`src/core/pvrs_params.svh`:
```
// Offsets, field positions, reset values and timing counts of the rail sequencer
// Function
// - Enables follow control input plus upstream power-good
// - Both inputs low: both chains stop together
// - Primary first: power-good outputs low, chain unwinds
// - Lost upstream power-good waits 4 ms first
// - Switch A and B one follow input
// - Switch B two follows its input
// - Linear regs two, three by software only
// - Shared sets drive linear one, switch B two
// - Rail one 1 V fine steps, others coarse
// - Only rail six sleeps: 1.5/1.35 V
// - Termination regulator on input, faults unmasked
// - Linear and switch faults masked, rails unmasked
// - Host outputs default low, power-good outputs open-drain
`ifndef PVRS_PARAMS_SVH
`define PVRS_PARAMS_SVH

`define PVRS_CLK_HZ          40000000
`define PVRS_PG_LOSS_MS      4
`define PVRS_PG_LOSS_CYC     ((`PVRS_PG_LOSS_MS * `PVRS_CLK_HZ) / 1000)

`define PVRS_OFS_LIN_SW      6'h00
`define PVRS_OFS_SW_LIN      6'h04
`define PVRS_OFS_LDO_CTRL    6'h08
`define PVRS_OFS_HOST_OUT    6'h0c
`define PVRS_OFS_INT_STATUS  6'h10
`define PVRS_OFS_INT_MASK    6'h14
`define PVRS_OFS_FAULT_MASK  6'h18
`define PVRS_OFS_RAIL_STATE  6'h1c
`define PVRS_OFS_BUCK_BASE   6'h20
`define PVRS_OFS_BUCK_LAST   6'h34

`define PVRS_STEP_DOWN_RAIL_ONE_VID       7'h3c
`define PVRS_BUCK2_VID       7'h38
`define PVRS_BUCK3_VID       7'h20
`define PVRS_BUCK4_VID       7'h54
`define PVRS_BUCK5_VID       7'h74
`define PVRS_STEP_DOWN_RAIL_SIX_VID       7'h2c
`define PVRS_STEP_DOWN_RAIL_SIX_SLP_VID   7'h26
`define PVRS_FINE_STEP_MASK  6'h01
`define PVRS_SLEEP_EN_MASK   6'h20
`define PVRS_FAULT_MASK_RST  13'h1f80
`define PVRS_SW_LIN_RST      1'h1

`endif

```
`src/core/pvrs_pkg.sv`:
```
// Types shared by the rail sequencer
package pvrs_pkg;

  typedef struct packed {
    logic [6:0] sleep_vid;
    logic       force_pwm;
    logic [6:0] vid;
  } pvrs_buck_cfg_s;

  typedef struct packed {
    logic [24:0]             s1;
    logic [24:0]             s2;
    logic [24:0]             s3;
    logic [24:0]             filt;
    logic [5:0]              buck_en;
    logic [5:0][17:0]        tmr;
    logic [5:0][6:0]         vid_out;
    logic [5:0]              pwm_out;
    logic [2:0]              ldo_en;
    logic [2:0]              sw_en;
    logic                    vtt_en;
    logic [3:0]              gpo_oe;
    logic                    lin_sw;
    logic                    sw_lin;
    logic [1:0]              ldo_sw;
    logic [1:0]              host_lvl;
    logic [12:0]             status;
    logic [12:0]             mask;
    logic [5:0]              buck_cfg_dummy;
    pvrs_buck_cfg_s [5:0]    cfg;
    logic                    ack;
    logic [31:0]             rdata;
    logic                    irq;
  } pvrs_state_s;

endpackage

```
`src/core/pvrs_sequencer.sv`:
```
// Rail enable sequencer with Avalon-MM settings port
//
// Our own choices: the Avalon-MM slave port and the placing of the registers.
`timescale 1ns/100ps
`include "pvrs_params.svh"

module pvrs_sequencer
  import pvrs_pkg::*;
#(
  parameter int unsigned PG_LOSS_CYCLES = `PVRS_PG_LOSS_CYC
)
(
  // Clock and reset
  input  wire logic             clock,
  input  wire logic             resetn,
  // Avalon-MM slave
  input  wire logic [5:0]       address,
  input  wire logic             read,
  input  wire logic             write,
  input  wire logic [31:0]      writedata,
  output logic [31:0]           readdata,
  output logic                  waitrequest,
  // Control pins
  input  wire logic             primary_sequence_input,
  input  wire logic             secondary_sequence_input,
  input  wire logic             ddr_term_enable_input,
  input  wire logic             switch_ab_enable_input,
  input  wire logic             switch_b2_enable_input,
  input  wire logic             sleep_select_input,
  // Regulator feedback pins
  input  wire logic [5:0]       buck_pg_in,
  input  wire logic [12:0]      fault_in,
  // Regulator enables and settings
  output logic [5:0]            buck_enable,
  output logic [5:0][6:0]       buck_vid,
  output logic [5:0]            buck_force_pwm,
  output logic                  general_linear_reg_one_en,
  output logic                  general_linear_reg_two_en,
  output logic                  general_linear_reg_three_en,
  output logic                  load_switch_a_en,
  output logic                  load_switch_b_one_en,
  output logic                  load_switch_b_two_en,
  output logic                  ddr_termination_regulator_en,
  // Open-drain outputs, level is always low
  output logic                  pg_output_one_out,
  output logic                  pg_output_one_oe,
  output logic                  system_pg_output_out,
  output logic                  system_pg_output_oe,
  output logic                  host_output_three_out,
  output logic                  host_output_three_oe,
  output logic                  host_output_four_out,
  output logic                  host_output_four_oe,
  // Interrupt
  output logic                  irq
);

  localparam logic [17:0] LOSS_LAST = 18'(PG_LOSS_CYCLES - 1);
  localparam logic [5:0]  FINE_STEP = `PVRS_FINE_STEP_MASK;
  localparam logic [5:0]  SLEEP_EN  = `PVRS_SLEEP_EN_MASK;

  pvrs_state_s state_reg;
  pvrs_state_s state_next;

  logic [24:0] raw_in;
  logic [5:0]  ctl;
  logic [5:0]  pg;
  logic [12:0] fault;
  logic [5:0]  src_on;
  logic [5:0]  up_pg;
  logic        req;
  logic        do_wr;
  logic [2:0]  buck_idx;
  logic        buck_hit;
  logic [12:0] clr;

  assign raw_in = {fault_in, buck_pg_in, sleep_select_input, switch_b2_enable_input,
                   switch_ab_enable_input, ddr_term_enable_input,
                   secondary_sequence_input, primary_sequence_input};
  assign ctl   = state_reg.filt[5:0];
  assign pg    = state_reg.filt[11:6];
  assign fault = state_reg.filt[24:12];
  assign req   = read | write;
  assign do_wr = write & state_reg.ack;
  assign buck_hit = (address >= `PVRS_OFS_BUCK_BASE) && (address <= `PVRS_OFS_BUCK_LAST);
  assign buck_idx = 3'((address - `PVRS_OFS_BUCK_BASE) >> 2);

  always_comb
  begin
    state_next = state_reg;
    clr = '0;

    // Three-stage synchroniser; a change counts when stages two and three agree
    state_next.s1 = raw_in;
    state_next.s2 = state_reg.s1;
    state_next.s3 = state_reg.s2;
    state_next.filt = (state_reg.s2 & ~(state_reg.s2 ^ state_reg.s3))
                    | (state_reg.filt & (state_reg.s2 ^ state_reg.s3));

    // Rail one on the primary input, the rest chained on the secondary input
    src_on = {{5{ctl[1]}}, ctl[0]};
    up_pg  = {pg[4:0], 1'b1};

    for (int i = 0; i < 6; i++)
    begin
      if (src_on[i] && up_pg[i])
      begin
        state_next.buck_en[i] = 1'b1;
        state_next.tmr[i] = '0;
      end
      else if (!src_on[i])
      begin
        state_next.buck_en[i] = 1'b0;
        state_next.tmr[i] = '0;
      end
      else if (state_reg.buck_en[i])
      begin
        if (state_reg.tmr[i] == LOSS_LAST)
        begin
          state_next.buck_en[i] = 1'b0;
          state_next.tmr[i] = '0;
        end
        else
        begin
          state_next.tmr[i] = state_reg.tmr[i] + 18'h00001;
        end
      end
      else
      begin
        state_next.tmr[i] = '0;
      end
      state_next.pwm_out[i] = state_reg.cfg[i].force_pwm;
      if (SLEEP_EN[i] && ctl[5])
      begin
        state_next.vid_out[i] = state_reg.cfg[i].sleep_vid;
      end
      else
      begin
        state_next.vid_out[i] = state_reg.cfg[i].vid;
      end
    end

    // Loads on pins and on software
    state_next.vtt_en = ctl[2];
    state_next.sw_en[0] = ctl[3];
    state_next.sw_en[1] = ctl[3];
    state_next.sw_en[2] = ctl[4] & state_reg.sw_lin;
    state_next.ldo_en[0] = state_reg.lin_sw;
    state_next.ldo_en[1] = state_reg.ldo_sw[0];
    state_next.ldo_en[2] = state_reg.ldo_sw[1];

    // Open-drain outputs: enable high pulls the pin low
    state_next.gpo_oe[0] = !(ctl[0] && pg[0]);
    state_next.gpo_oe[1] = !(ctl[0] && ctl[1] && (&pg));
    state_next.gpo_oe[2] = !state_reg.host_lvl[0];
    state_next.gpo_oe[3] = !state_reg.host_lvl[1];

    // Bus: one wait cycle, then the access completes
    state_next.ack = req & !state_reg.ack;
    if (req && !state_reg.ack)
    begin
      state_next.rdata = '0;
      if (read)
      begin
        if (buck_hit)
        begin
          state_next.rdata = {16'h0000, FINE_STEP[buck_idx], state_reg.cfg[buck_idx]};
        end
        else
        begin
          unique case (address)
            `PVRS_OFS_LIN_SW:     state_next.rdata = {31'h0, state_reg.lin_sw};
            `PVRS_OFS_SW_LIN:     state_next.rdata = {31'h0, state_reg.sw_lin};
            `PVRS_OFS_LDO_CTRL:   state_next.rdata = {30'h0, state_reg.ldo_sw};
            `PVRS_OFS_HOST_OUT:   state_next.rdata = {30'h0, state_reg.host_lvl};
            `PVRS_OFS_INT_STATUS: state_next.rdata = {19'h0, state_reg.status};
            `PVRS_OFS_INT_MASK:   state_next.rdata = {19'h0, state_reg.mask};
            `PVRS_OFS_FAULT_MASK: state_next.rdata = {19'h0, `PVRS_FAULT_MASK_RST};
            `PVRS_OFS_RAIL_STATE: state_next.rdata = {14'h0, state_reg.vtt_en,
                                                      state_reg.sw_en, state_reg.ldo_en,
                                                      state_reg.gpo_oe, state_reg.buck_en};
            default:              state_next.rdata = '0;
          endcase
        end
      end
    end

    if (do_wr)
    begin
      if (buck_hit)
      begin
        state_next.cfg[buck_idx] = writedata[14:0];
      end
      else
      begin
        unique case (address)
          `PVRS_OFS_LIN_SW:     state_next.lin_sw = writedata[0];
          `PVRS_OFS_SW_LIN:     state_next.sw_lin = writedata[0];
          `PVRS_OFS_LDO_CTRL:   state_next.ldo_sw = writedata[1:0];
          `PVRS_OFS_HOST_OUT:   state_next.host_lvl = writedata[1:0];
          `PVRS_OFS_INT_STATUS: clr = writedata[12:0];
          `PVRS_OFS_INT_MASK:   state_next.mask = writedata[12:0];
          default:              ;
        endcase
      end
    end

    // Sticky fault flags; a new fault beats a clear in the same cycle
    state_next.status = (state_reg.status & ~clr)
                      | (fault & ~`PVRS_FAULT_MASK_RST);
    state_next.irq = |(state_reg.status & state_reg.mask);
  end

  always_ff @(posedge clock or negedge resetn)
  begin
    if (!resetn)
    begin
      state_reg <= '0;
      state_reg.gpo_oe <= 4'hf;
      state_reg.sw_lin <= `PVRS_SW_LIN_RST;
      state_reg.cfg[0] <= {`PVRS_STEP_DOWN_RAIL_ONE_VID, 1'b0, `PVRS_STEP_DOWN_RAIL_ONE_VID};
      state_reg.cfg[1] <= {`PVRS_BUCK2_VID, 1'b0, `PVRS_BUCK2_VID};
      state_reg.cfg[2] <= {`PVRS_BUCK3_VID, 1'b0, `PVRS_BUCK3_VID};
      state_reg.cfg[3] <= {`PVRS_BUCK4_VID, 1'b0, `PVRS_BUCK4_VID};
      state_reg.cfg[4] <= {`PVRS_BUCK5_VID, 1'b0, `PVRS_BUCK5_VID};
      state_reg.cfg[5] <= {`PVRS_STEP_DOWN_RAIL_SIX_SLP_VID, 1'b0, `PVRS_STEP_DOWN_RAIL_SIX_VID};
      state_reg.vid_out[0] <= `PVRS_STEP_DOWN_RAIL_ONE_VID;
      state_reg.vid_out[1] <= `PVRS_BUCK2_VID;
      state_reg.vid_out[2] <= `PVRS_BUCK3_VID;
      state_reg.vid_out[3] <= `PVRS_BUCK4_VID;
      state_reg.vid_out[4] <= `PVRS_BUCK5_VID;
      state_reg.vid_out[5] <= `PVRS_STEP_DOWN_RAIL_SIX_VID;
    end
    else
    begin
      state_reg <= state_next;
    end
  end

  // Outputs straight from the state register; open-drain output levels tied low
  assign readdata                     = state_reg.rdata;
  assign waitrequest                  = !state_reg.ack;
  assign buck_enable                  = state_reg.buck_en;
  assign buck_vid                     = state_reg.vid_out;
  assign buck_force_pwm               = state_reg.pwm_out;
  assign general_linear_reg_one_en    = state_reg.ldo_en[0];
  assign general_linear_reg_two_en    = state_reg.ldo_en[1];
  assign general_linear_reg_three_en  = state_reg.ldo_en[2];
  assign load_switch_a_en             = state_reg.sw_en[0];
  assign load_switch_b_one_en         = state_reg.sw_en[1];
  assign load_switch_b_two_en         = state_reg.sw_en[2];
  assign ddr_termination_regulator_en = state_reg.vtt_en;
  assign pg_output_one_out            = 1'b0;
  assign pg_output_one_oe             = state_reg.gpo_oe[0];
  assign system_pg_output_out         = 1'b0;
  assign system_pg_output_oe          = state_reg.gpo_oe[1];
  assign host_output_three_out        = 1'b0;
  assign host_output_three_oe         = state_reg.gpo_oe[2];
  assign host_output_four_out         = 1'b0;
  assign host_output_four_oe          = state_reg.gpo_oe[3];
  assign irq                          = state_reg.irq;

endmodule

```
`config.mk`:
```
export PLATFORM = sky130hd
export DESIGN_NAME = pvrs_sequencer
export DESIGN_NICKNAME = d
export VERILOG_FILES = /design/src/core/pvrs_pkg.sv /design/src/core/pvrs_sequencer.sv
export VERILOG_INCLUDE_DIRS = /design/src /design/src/core
export SDC_FILE = /design/constraint.sdc
export NUM_CORES = 1
export LEC_CHECK = 0
export BUFFER_PORTS_ARGS = -buffer_cell sky130_fd_sc_hd__clkbuf_2
export CAP_MARGIN = 40
export CORE_MARGIN = 4
export CORE_UTILIZATION = 35
export CTS_BUF_LIST = sky130_fd_sc_hd__clkbuf_8
export DETAILED_ROUTE_END_ITERATION = 7
export PLACE_DENSITY = 0.54
export SLEW_MARGIN = 40
export SYNTH_ARGS = -nofsm -noshare
export SYNTH_HDL_FRONTEND = slang
export SYNTH_SLANG_ARGS = --single-unit
```
`constraint.sdc`:
```
create_clock -name clock -period 2.5 [get_ports clock]
set_input_delay 0.375 -clock clock [delete_from_list [all_inputs] [get_ports clock]]
set_output_delay 0.375 -clock clock [all_outputs]
set_load 0.1 [all_outputs]
```
==> metrics.cfg, run 1 <==
[power]
cellInternalPower_mw=10.61
swShare_pct=33.33
power_density_nw_per_um2=872.3
ir_worst_vdd_uv=518.3
power.switching_mw=5.305
power.leakage_nw=8.063
pwr-share-clk_pct=35.5
p_comb_share_pct=19.6
seqPwrFrac_pct=44.9
finalPower_mw=15.92

[floorplanning]
fp.coreArea_um2=44320
ioPinCount=170
rows=77
die-area_um2=48410
initial_core_util_pct=35.50
die_width_um=220.0
dieHeight_um=220.0

[clocking]
post_cts_buffers=0
cts_root_buffer=clkbuf_8
htree_levels=3
cts_sinks=371
numCtsBuffers=67
clk_latency_ns=0.61
path_clk_slew_ns=0.06
cts.repair.resized=0
tritoncts=done
cts_buffer_depth=3

[sta]
fin_ws_ns=0.4277
fmax_ghz=0.4826
relSlewSlack_pct=57.61
drv_slew=0
finalHoldViolCount=0
worst_pin_slew_ns=0.6335
timing.final.crit_share_pct=82.89
whs_ns=0.1048
setup_tns_ns=0
grt_setup_unrepaired=false
worst_clock_skew_ns=0.04209
layout_min_cycle_time_ns=2.072
finalSetupViolations=0

[routing]
wirelength_um=36210
first_iter_violations=604
dr.pass1.iters=5
route.detailed.drc=0
vias_per_cell=4.811
avgRoutedWirePerCell_um=17.85
via_count=9762
ant_nets=0

[global_routing]
antenna_found_initial=2
grt.overflow.total=0
grt_usage_pct=15.04
grt_pass1_vias=9887
grt_pass1_wl_um=56700
grt_max_degree=78

[job]
cap_violations=0

[logic_synthesis]
synth-edff-count=0
synth.top_cell.area_share_pct=49.63
ys_ff_latch=371
synth.cell_area_um2=15730
yosysMostFrequentCell=dfrtp_1
ys_warn_count=0
synth_area_leader_cell=dfrtp_1
ys_async_sr_fraction_pct=100.0
ys_seq_area_share_pct=59.48
syn_avg_cell_area_um2=12.64
synth_flop_cell=dfrtp_1
synth.area.top_cells=dfrtp_1 50%, dfstp_2 9.9%, mux2_2 9.6%, buf_4 4.8%, nor2_1 2.0%
synth_cell_types=64
synth_common_cells=312 x dfrtp_1, 134 x mux2_2, 101 x buf_4
netlist_instances=1245

[critical_path]
cp_data_required_time_ns=2.96
path_cells=or4b_1 -> nor4_1 -> a311o_1 -> buf_12 -> nor2_1
slowest_stage=or4b_1
start_kind=flip-flop
cpPeakStageDelay_ns=0.54
arrival_ns=2.54
crit_type=reg2reg
endpoint_kind=flip-flop
cp_max_fo=11

[placement]
io_buffers=127
pre_cts_ws_ns=0.2437
dp_hpwl_um=24790
globalplace.congestion=0.7938

[finish]
nNetsFinal=1456
n_fill_cell=4263
largest_reg_flops=188
final_layout_size_suffix_gt1_share_pct=33.54
antenna-diode-count=0
area_growth_pct=15.99

[status]
status=complete, no violations

[worst_hold_path]
hp-class=in2reg

[repair_timing]
action / in CTS / in global routing
setup endpoints to repair: 0 / 0
hold buffers: 20 / 0
hold endpoints to repair: 45 / 0
[power by group through the flow]
stage	clock network, mW	logic [mW]	registers [mW]
detailed placement	0	3.12	7.26
global route	6.17	3.28	7.22
floorplan	0	2.68	7.20
finish	5.65	3.12	7.14
global placement	0	3.10	7.24
CTS	5.88	3.15	7.15
[final timing paths]
check | start | end | slack [ns] | cells past startpoint
max | state_reg[308] | state_reg[296] | 0.43 | 5
min | writedata[13] | state_reg[92] | 0.10 | 2
max reg2reg | state_reg[308] | state_reg[296] | 0.43 | 5
min reg2reg | state_next[388] | state_next[363] | 0.33 | 0
max in group asynchronous | resetn | system_pg_output_oe | 1.37 | 3
min in group asynchronous | resetn | state_reg[113] | 0.31 | 2
[through the flow]
step | area, um^2 | utilization (%) | cells
final | 18250 | 41.18 | 2029
after global routing | 18250 | 41.18 | 2029
after CTS | 18250 | 41.18 | 2029
after detailed placement | 16680 | 37.65 | 1887
after global placement | 16680 | 37.65 | 1887
after floorplan | 15800 | - | 1263
[placed cells by master (no fill, tap or decap), types with 14 or more instances in the layout]
| cell type | count |
|---|---|
| buf_4 | 29 |
| dfrtp_1 | 312 |
| nand3_1 | 39 |
| mux2i_1 | 24 |
| nand2_1 | 74 |
| or3_1 | 27 |
| clkbuf_2 | 126 |
| clkbuf_8 | 88 |
| nor2_1 | 83 |
| xor2_1 | 30 |
| dfstp_2 | 59 |
| maj3_1 | 19 |
| xnor2_1 | 23 |
| o21ai_0 | 36 |
| a221o_1 | 19 |
| a21o_1 | 14 |
| a21oi_1 | 34 |
| conb_1 | 19 |
| mux2_2 | 134 |
| nor3_1 | 18 |
| nand4_1 | 19 |
| dlygate4sd3_1 | 20 |
| inv_1 | 48 |
[layout make-up]
type                       count  area (um^2)  share of cell area [%]
clock buffer                  88         1211                   6.637
tap                          592        740.7                   4.059
timing repair buffer         186         1264                   6.925
clock inverter                34        153.9                  0.8433
multi-input combinational    733         5428                   29.74
inverter                      25        93.84                  0.5142
sequential                   371         9358                   51.28
[critical path: cells and delay by family (launching register included)]
family,cells,cell delay [ns]
flops,1,0.41
simple gates,3,0.89
compound gates,1,0.47
buf+inv,1,0.18
[routing by layer]
metal  track usage (%)  part of all wire, %  vias to the layer above
li1                  -                    -                     4593
met1             20.68                   46                     4893
met2             23.25                   46                      208
met3             3.613                  5.1                       66
met4             5.485                  2.8                        2
met5                 0                0.022                        -
[kinds of logic (layout without fill, tap and decap cells)]
logic type               Yosys count  count (layout)  share of synthesized area [%]
AND/OR/NAND/NOR                  314             314                          10.36
adder cells (fa/ha/maj)           24              24                          1.606
buffers and inverters            159             333                          6.450
other                              1              19                        0.02384
flip-flops                       371             371                          59.48
multiplexers                     165             165                          12.05
AO/OA/AOI/OAI                    158             158                          7.078
XOR/XNOR                          53              53                          2.950
(Power assumes the default switching activity.)
==> run 2, diff against run 1 <==
ABC_AREA = 1   (was not set)
clock period = 2 ns   (was 2.5 ns; I/O delays follow)
==> metrics.cfg, run 2 <==
[critical_path]
path_cells=clkbuf_2  ; was or4b_1 -> nor4_1 -> a311o_1 -> buf_12 -> nor2_1
cp_data_required_time_ns=1.70  ; was 2.96 ns
r2r-start=state_reg[275]  ; was state_reg[308]
crit_buf_inv=1  ; unchanged
start_kind=flip-flop  ; unchanged
arrival_ns=1.61  ; was 2.54 ns
slowest_stage=dfstp_2  ; was or4b_1
rrSetupSlack_ns=0.25  ; was 0.43 ns
endpoint_kind=output port  ; was flip-flop
r2r-end=state_reg[289]  ; was state_reg[296]
cp_max_fo=2  ; was 11
critical_path.top_delay_family=flip-flops  ; was simple AND/OR/NAND/NOR gates
reg2reg_depth=8  ; was 5
crit_type=reg2out  ; was reg2reg
cpPeakStageDelay_ns=0.56  ; was 0.54 ns
cp.depth=1  ; was 5
startpoint=host_output_four_oe  ; was state_reg[308]

[finish]
area_growth_pct=16.68  ; was 15.99%
post-route-util_pct=41.16  ; was 41.18%
final_layout_size_suffix_gt1_share_pct=19.52  ; was 33.54%
largest_reg_flops=188  ; unchanged
n_fill_cell=4650  ; was 4,263
final_common_cell=nand2_1  ; was dfrtp_1
nNetsFinal=1975  ; was 1,456
most-common-layout-cells=418 x nand2_1, 312 x dfrtp_1, 221 x nor2_1  ; was 312 x dfrtp_1, 134 x mux2_2, 126 x clkbuf_2
fin_area_um2=19120  ; was 18,250 um^2

[logic_synthesis]
ys_warn_count=0  ; unchanged
syn_avg_cell_area_um2=9.365  ; was 12.64 um^2
synth-edff-count=0  ; unchanged
synth.top_cell.area_share_pct=47.64  ; was 49.63%
synth.area.top_cells=dfrtp_1 48%, nand2_1 9.6%, dfstp_2 9.5%, nor2_1 5.1%, buf_4 4.5%  ; was dfrtp_1 50%, dfstp_2 9.9%, mux2_2 9.6%, buf_4 4.8%, nor2_1 2.0%
synth_area_leader_cell=dfrtp_1  ; unchanged
netlist_instances=1750  ; was 1,245
yosysMostFrequentCell=nand2_1  ; was dfrtp_1
synth_common_cells=418 x nand2_1, 312 x dfrtp_1, 221 x nor2_1  ; was 312 x dfrtp_1, 134 x mux2_2, 101 x buf_4
synth.cell_area_um2=16390  ; was 15,730 um^2
synth_flop_cell=dfrtp_1  ; unchanged
ys_seq_area_share_pct=57.10  ; was 59.48%
synth_cell_types=48  ; was 64
ys_ff_latch=371  ; unchanged
ys_async_sr_fraction_pct=100.0  ; unchanged

[job]
cap_violations=0  ; unchanged

[routing]
ant_nets=0  ; unchanged
dr.pass1.iters=5  ; unchanged
first_iter_violations=775  ; was 604
vias_per_cell=4.588  ; was 4.811
wirelength_um=40070  ; was 36,210 um
via_count=11770  ; was 9,762
route.detailed.drc=0  ; unchanged
avgRoutedWirePerCell_um=15.62  ; was 17.85 um

[floorplanning]
rows=79  ; was 77
die-area_um2=50350  ; was 48,410 um^2
initial_core_util_pct=35.28  ; was 35.50%
die_width_um=224.4  ; was 220.0 um
ioPinCount=170  ; unchanged
fp.coreArea_um2=46460  ; was 44,320 um^2
dieHeight_um=224.4  ; was 220.0 um

[sta]
drv_slew=0  ; unchanged
finalHoldViolCount=0  ; unchanged
fmax_ghz=0.5248
finalSetupViolations=0  ; unchanged
worst_clock_skew_ns=0.03104  ; was 0.04209 ns
setup_tns_ns=0  ; unchanged
grt_setup_unrepaired=false  ; unchanged
worst_pin_slew_ns=0.6290  ; was 0.6335 ns
layout_min_cycle_time_ns=1.905
timing.final.crit_share_pct=95.27
relSlewSlack_pct=57.68  ; was 57.61%

[clocking]
htree_levels=3  ; unchanged
cts_buffer_depth=3  ; unchanged
cts_sinks=371  ; unchanged
numCtsBuffers=66  ; was 67
path_clk_slew_ns=0.06  ; about the same
cts_root_buffer=clkbuf_8  ; unchanged
tritoncts=done  ; unchanged
clk_latency_ns=0.60  ; was 0.61 ns

[placement]
dp_hpwl_um=28440  ; was 24,790 um
globalplace.congestion=0.8632  ; was 0.7938
io_buffers=127  ; unchanged
place_area_um2=17360  ; was 16,680 um^2

[power]
finalPower_mw=20.01  ; was 15.92 mW
ir_worst_vdd_uv=587.5  ; was 518.3 uV
power_density_nw_per_um2=1047  ; was 872.3 nW/um^2
power.leakage_nw=8.853  ; was 8.063 nW

[worst_hold_path]
hold-path-endpoint=state_reg[148]  ; was state_reg[92]
hp-class=in2reg  ; unchanged
min_path_cells=3  ; was 2
min-delay-start=writedata[5]  ; was writedata[13]

[global_routing]
grt_pass1_vias=11600  ; was 9,887
antenna_found_initial=7  ; was 2
grt_max_degree=67  ; was 78
grt_usage_pct=16.03  ; was 15.04%
grt_pass1_wl_um=64380  ; was 56,700 um
grt.overflow.total=0  ; unchanged

[status]
status=complete, no violations  ; unchanged

==> run 2: worst max-delay path by stage <==
| stage | to | slack (ns) |
|---|---|---|
| after floorplan | readdata[3] | 0.13 |
| after global placement | readdata[7] | 0.06 |
| after detailed placement | readdata[12] | 0.03 |
| after CTS | host_output_four_oe | 0.03 |
| after global routing | host_output_four_oe | 0.04 |
| final | host_output_four_oe | 0.09 |
==> run 2: cell type report <==
class / count / area (um^2) / share of cell area, %
diodes: 1 / 2.502 / 0.01309
clock buffers: 83 / 1142 / 5.974
clock inverters: 39 / 286.5 / 1.498
inverters: 144 / 550.5 / 2.879
multi-input cells: 1112 / 5484 / 28.68
flip-flops and latches: 371 / 9358 / 48.94
well taps: 607 / 759.5 / 3.972
repair buffers: 208 / 1539 / 8.048
==> run 2: kinds of logic (layout without fill, tap and decap cells) <==
| family | Yosys count | in the layout | share of synthesized area (%) |
|---|---|---|---|
| adders and majority gates | 24 | 24 | 1.542 |
| buffers and inverters | 285 | 474 | 9.895 |
| other | 1 | 20 | 0.02288 |
| and+or+nand+nor | 830 | 830 | 22.03 |
| AOI/OAI and AO/OA | 180 | 180 | 6.261 |
| xor gates and xnor gates | 59 | 59 | 3.153 |
| DFF | 371 | 371 | 57.10 |
==> run 2: repair_timing <==
| action | in CTS | in global routing |
|---|---|---|
| setup endpoints to repair | 2 | 12 |
| setup buffers | 0 | 0 |
| gates resized for setup | 2 | 1 |
| hold buffers | 32 | 0 |
| hold endpoints to repair | 297 | 0 |
==> run 2: power by group <==
part | switching, mW | internal, mW | total [mW]
Clock | 3.14 | 4.29 | 7.42
Combinational | 3.08 | 0.694 | 3.77
Sequential | 0.470 | 8.35 | 8.82
==> run 2: routing by layer <==
layer  up-vias  global-route usage (%)  share of wire, %
met5         -                       0              0.11
met4        10                   6.186               2.8
met3        70                   3.380               5.8
met2       279                   25.08                46
met1      5595                   22.05                45
li1       5815                       -                 -
==> run 2: through the flow <==
| step | hold slack (ns) | cells | setup slack [ns] |
|---|---|---|---|
| after CTS | 0.01456 | 2564 | 0.02863 |
| after global placement | 0.2248 | 2410 | 0.05617 |
| after floorplan | 0.004409 | 1768 | 0.1348 |
| final | 0.06703 | 2565 | 0.09468 |
| after global routing | 0.04236 | 2564 | 0.04024 |
| after detailed placement | 0.2247 | 2410 | 0.03379 |
==> run 2: worst register-to-register path, cell delays in order (launching register included) <==
cell and delay, ns:
dfrtp_1 0.37, ha_1 0.19, nand2_1 0.06, nor2_1 0.16
nand3_1 0.12, nor2_1 0.18, nand3_1 0.15, nand3_2 0.31
nor2_1 0.10
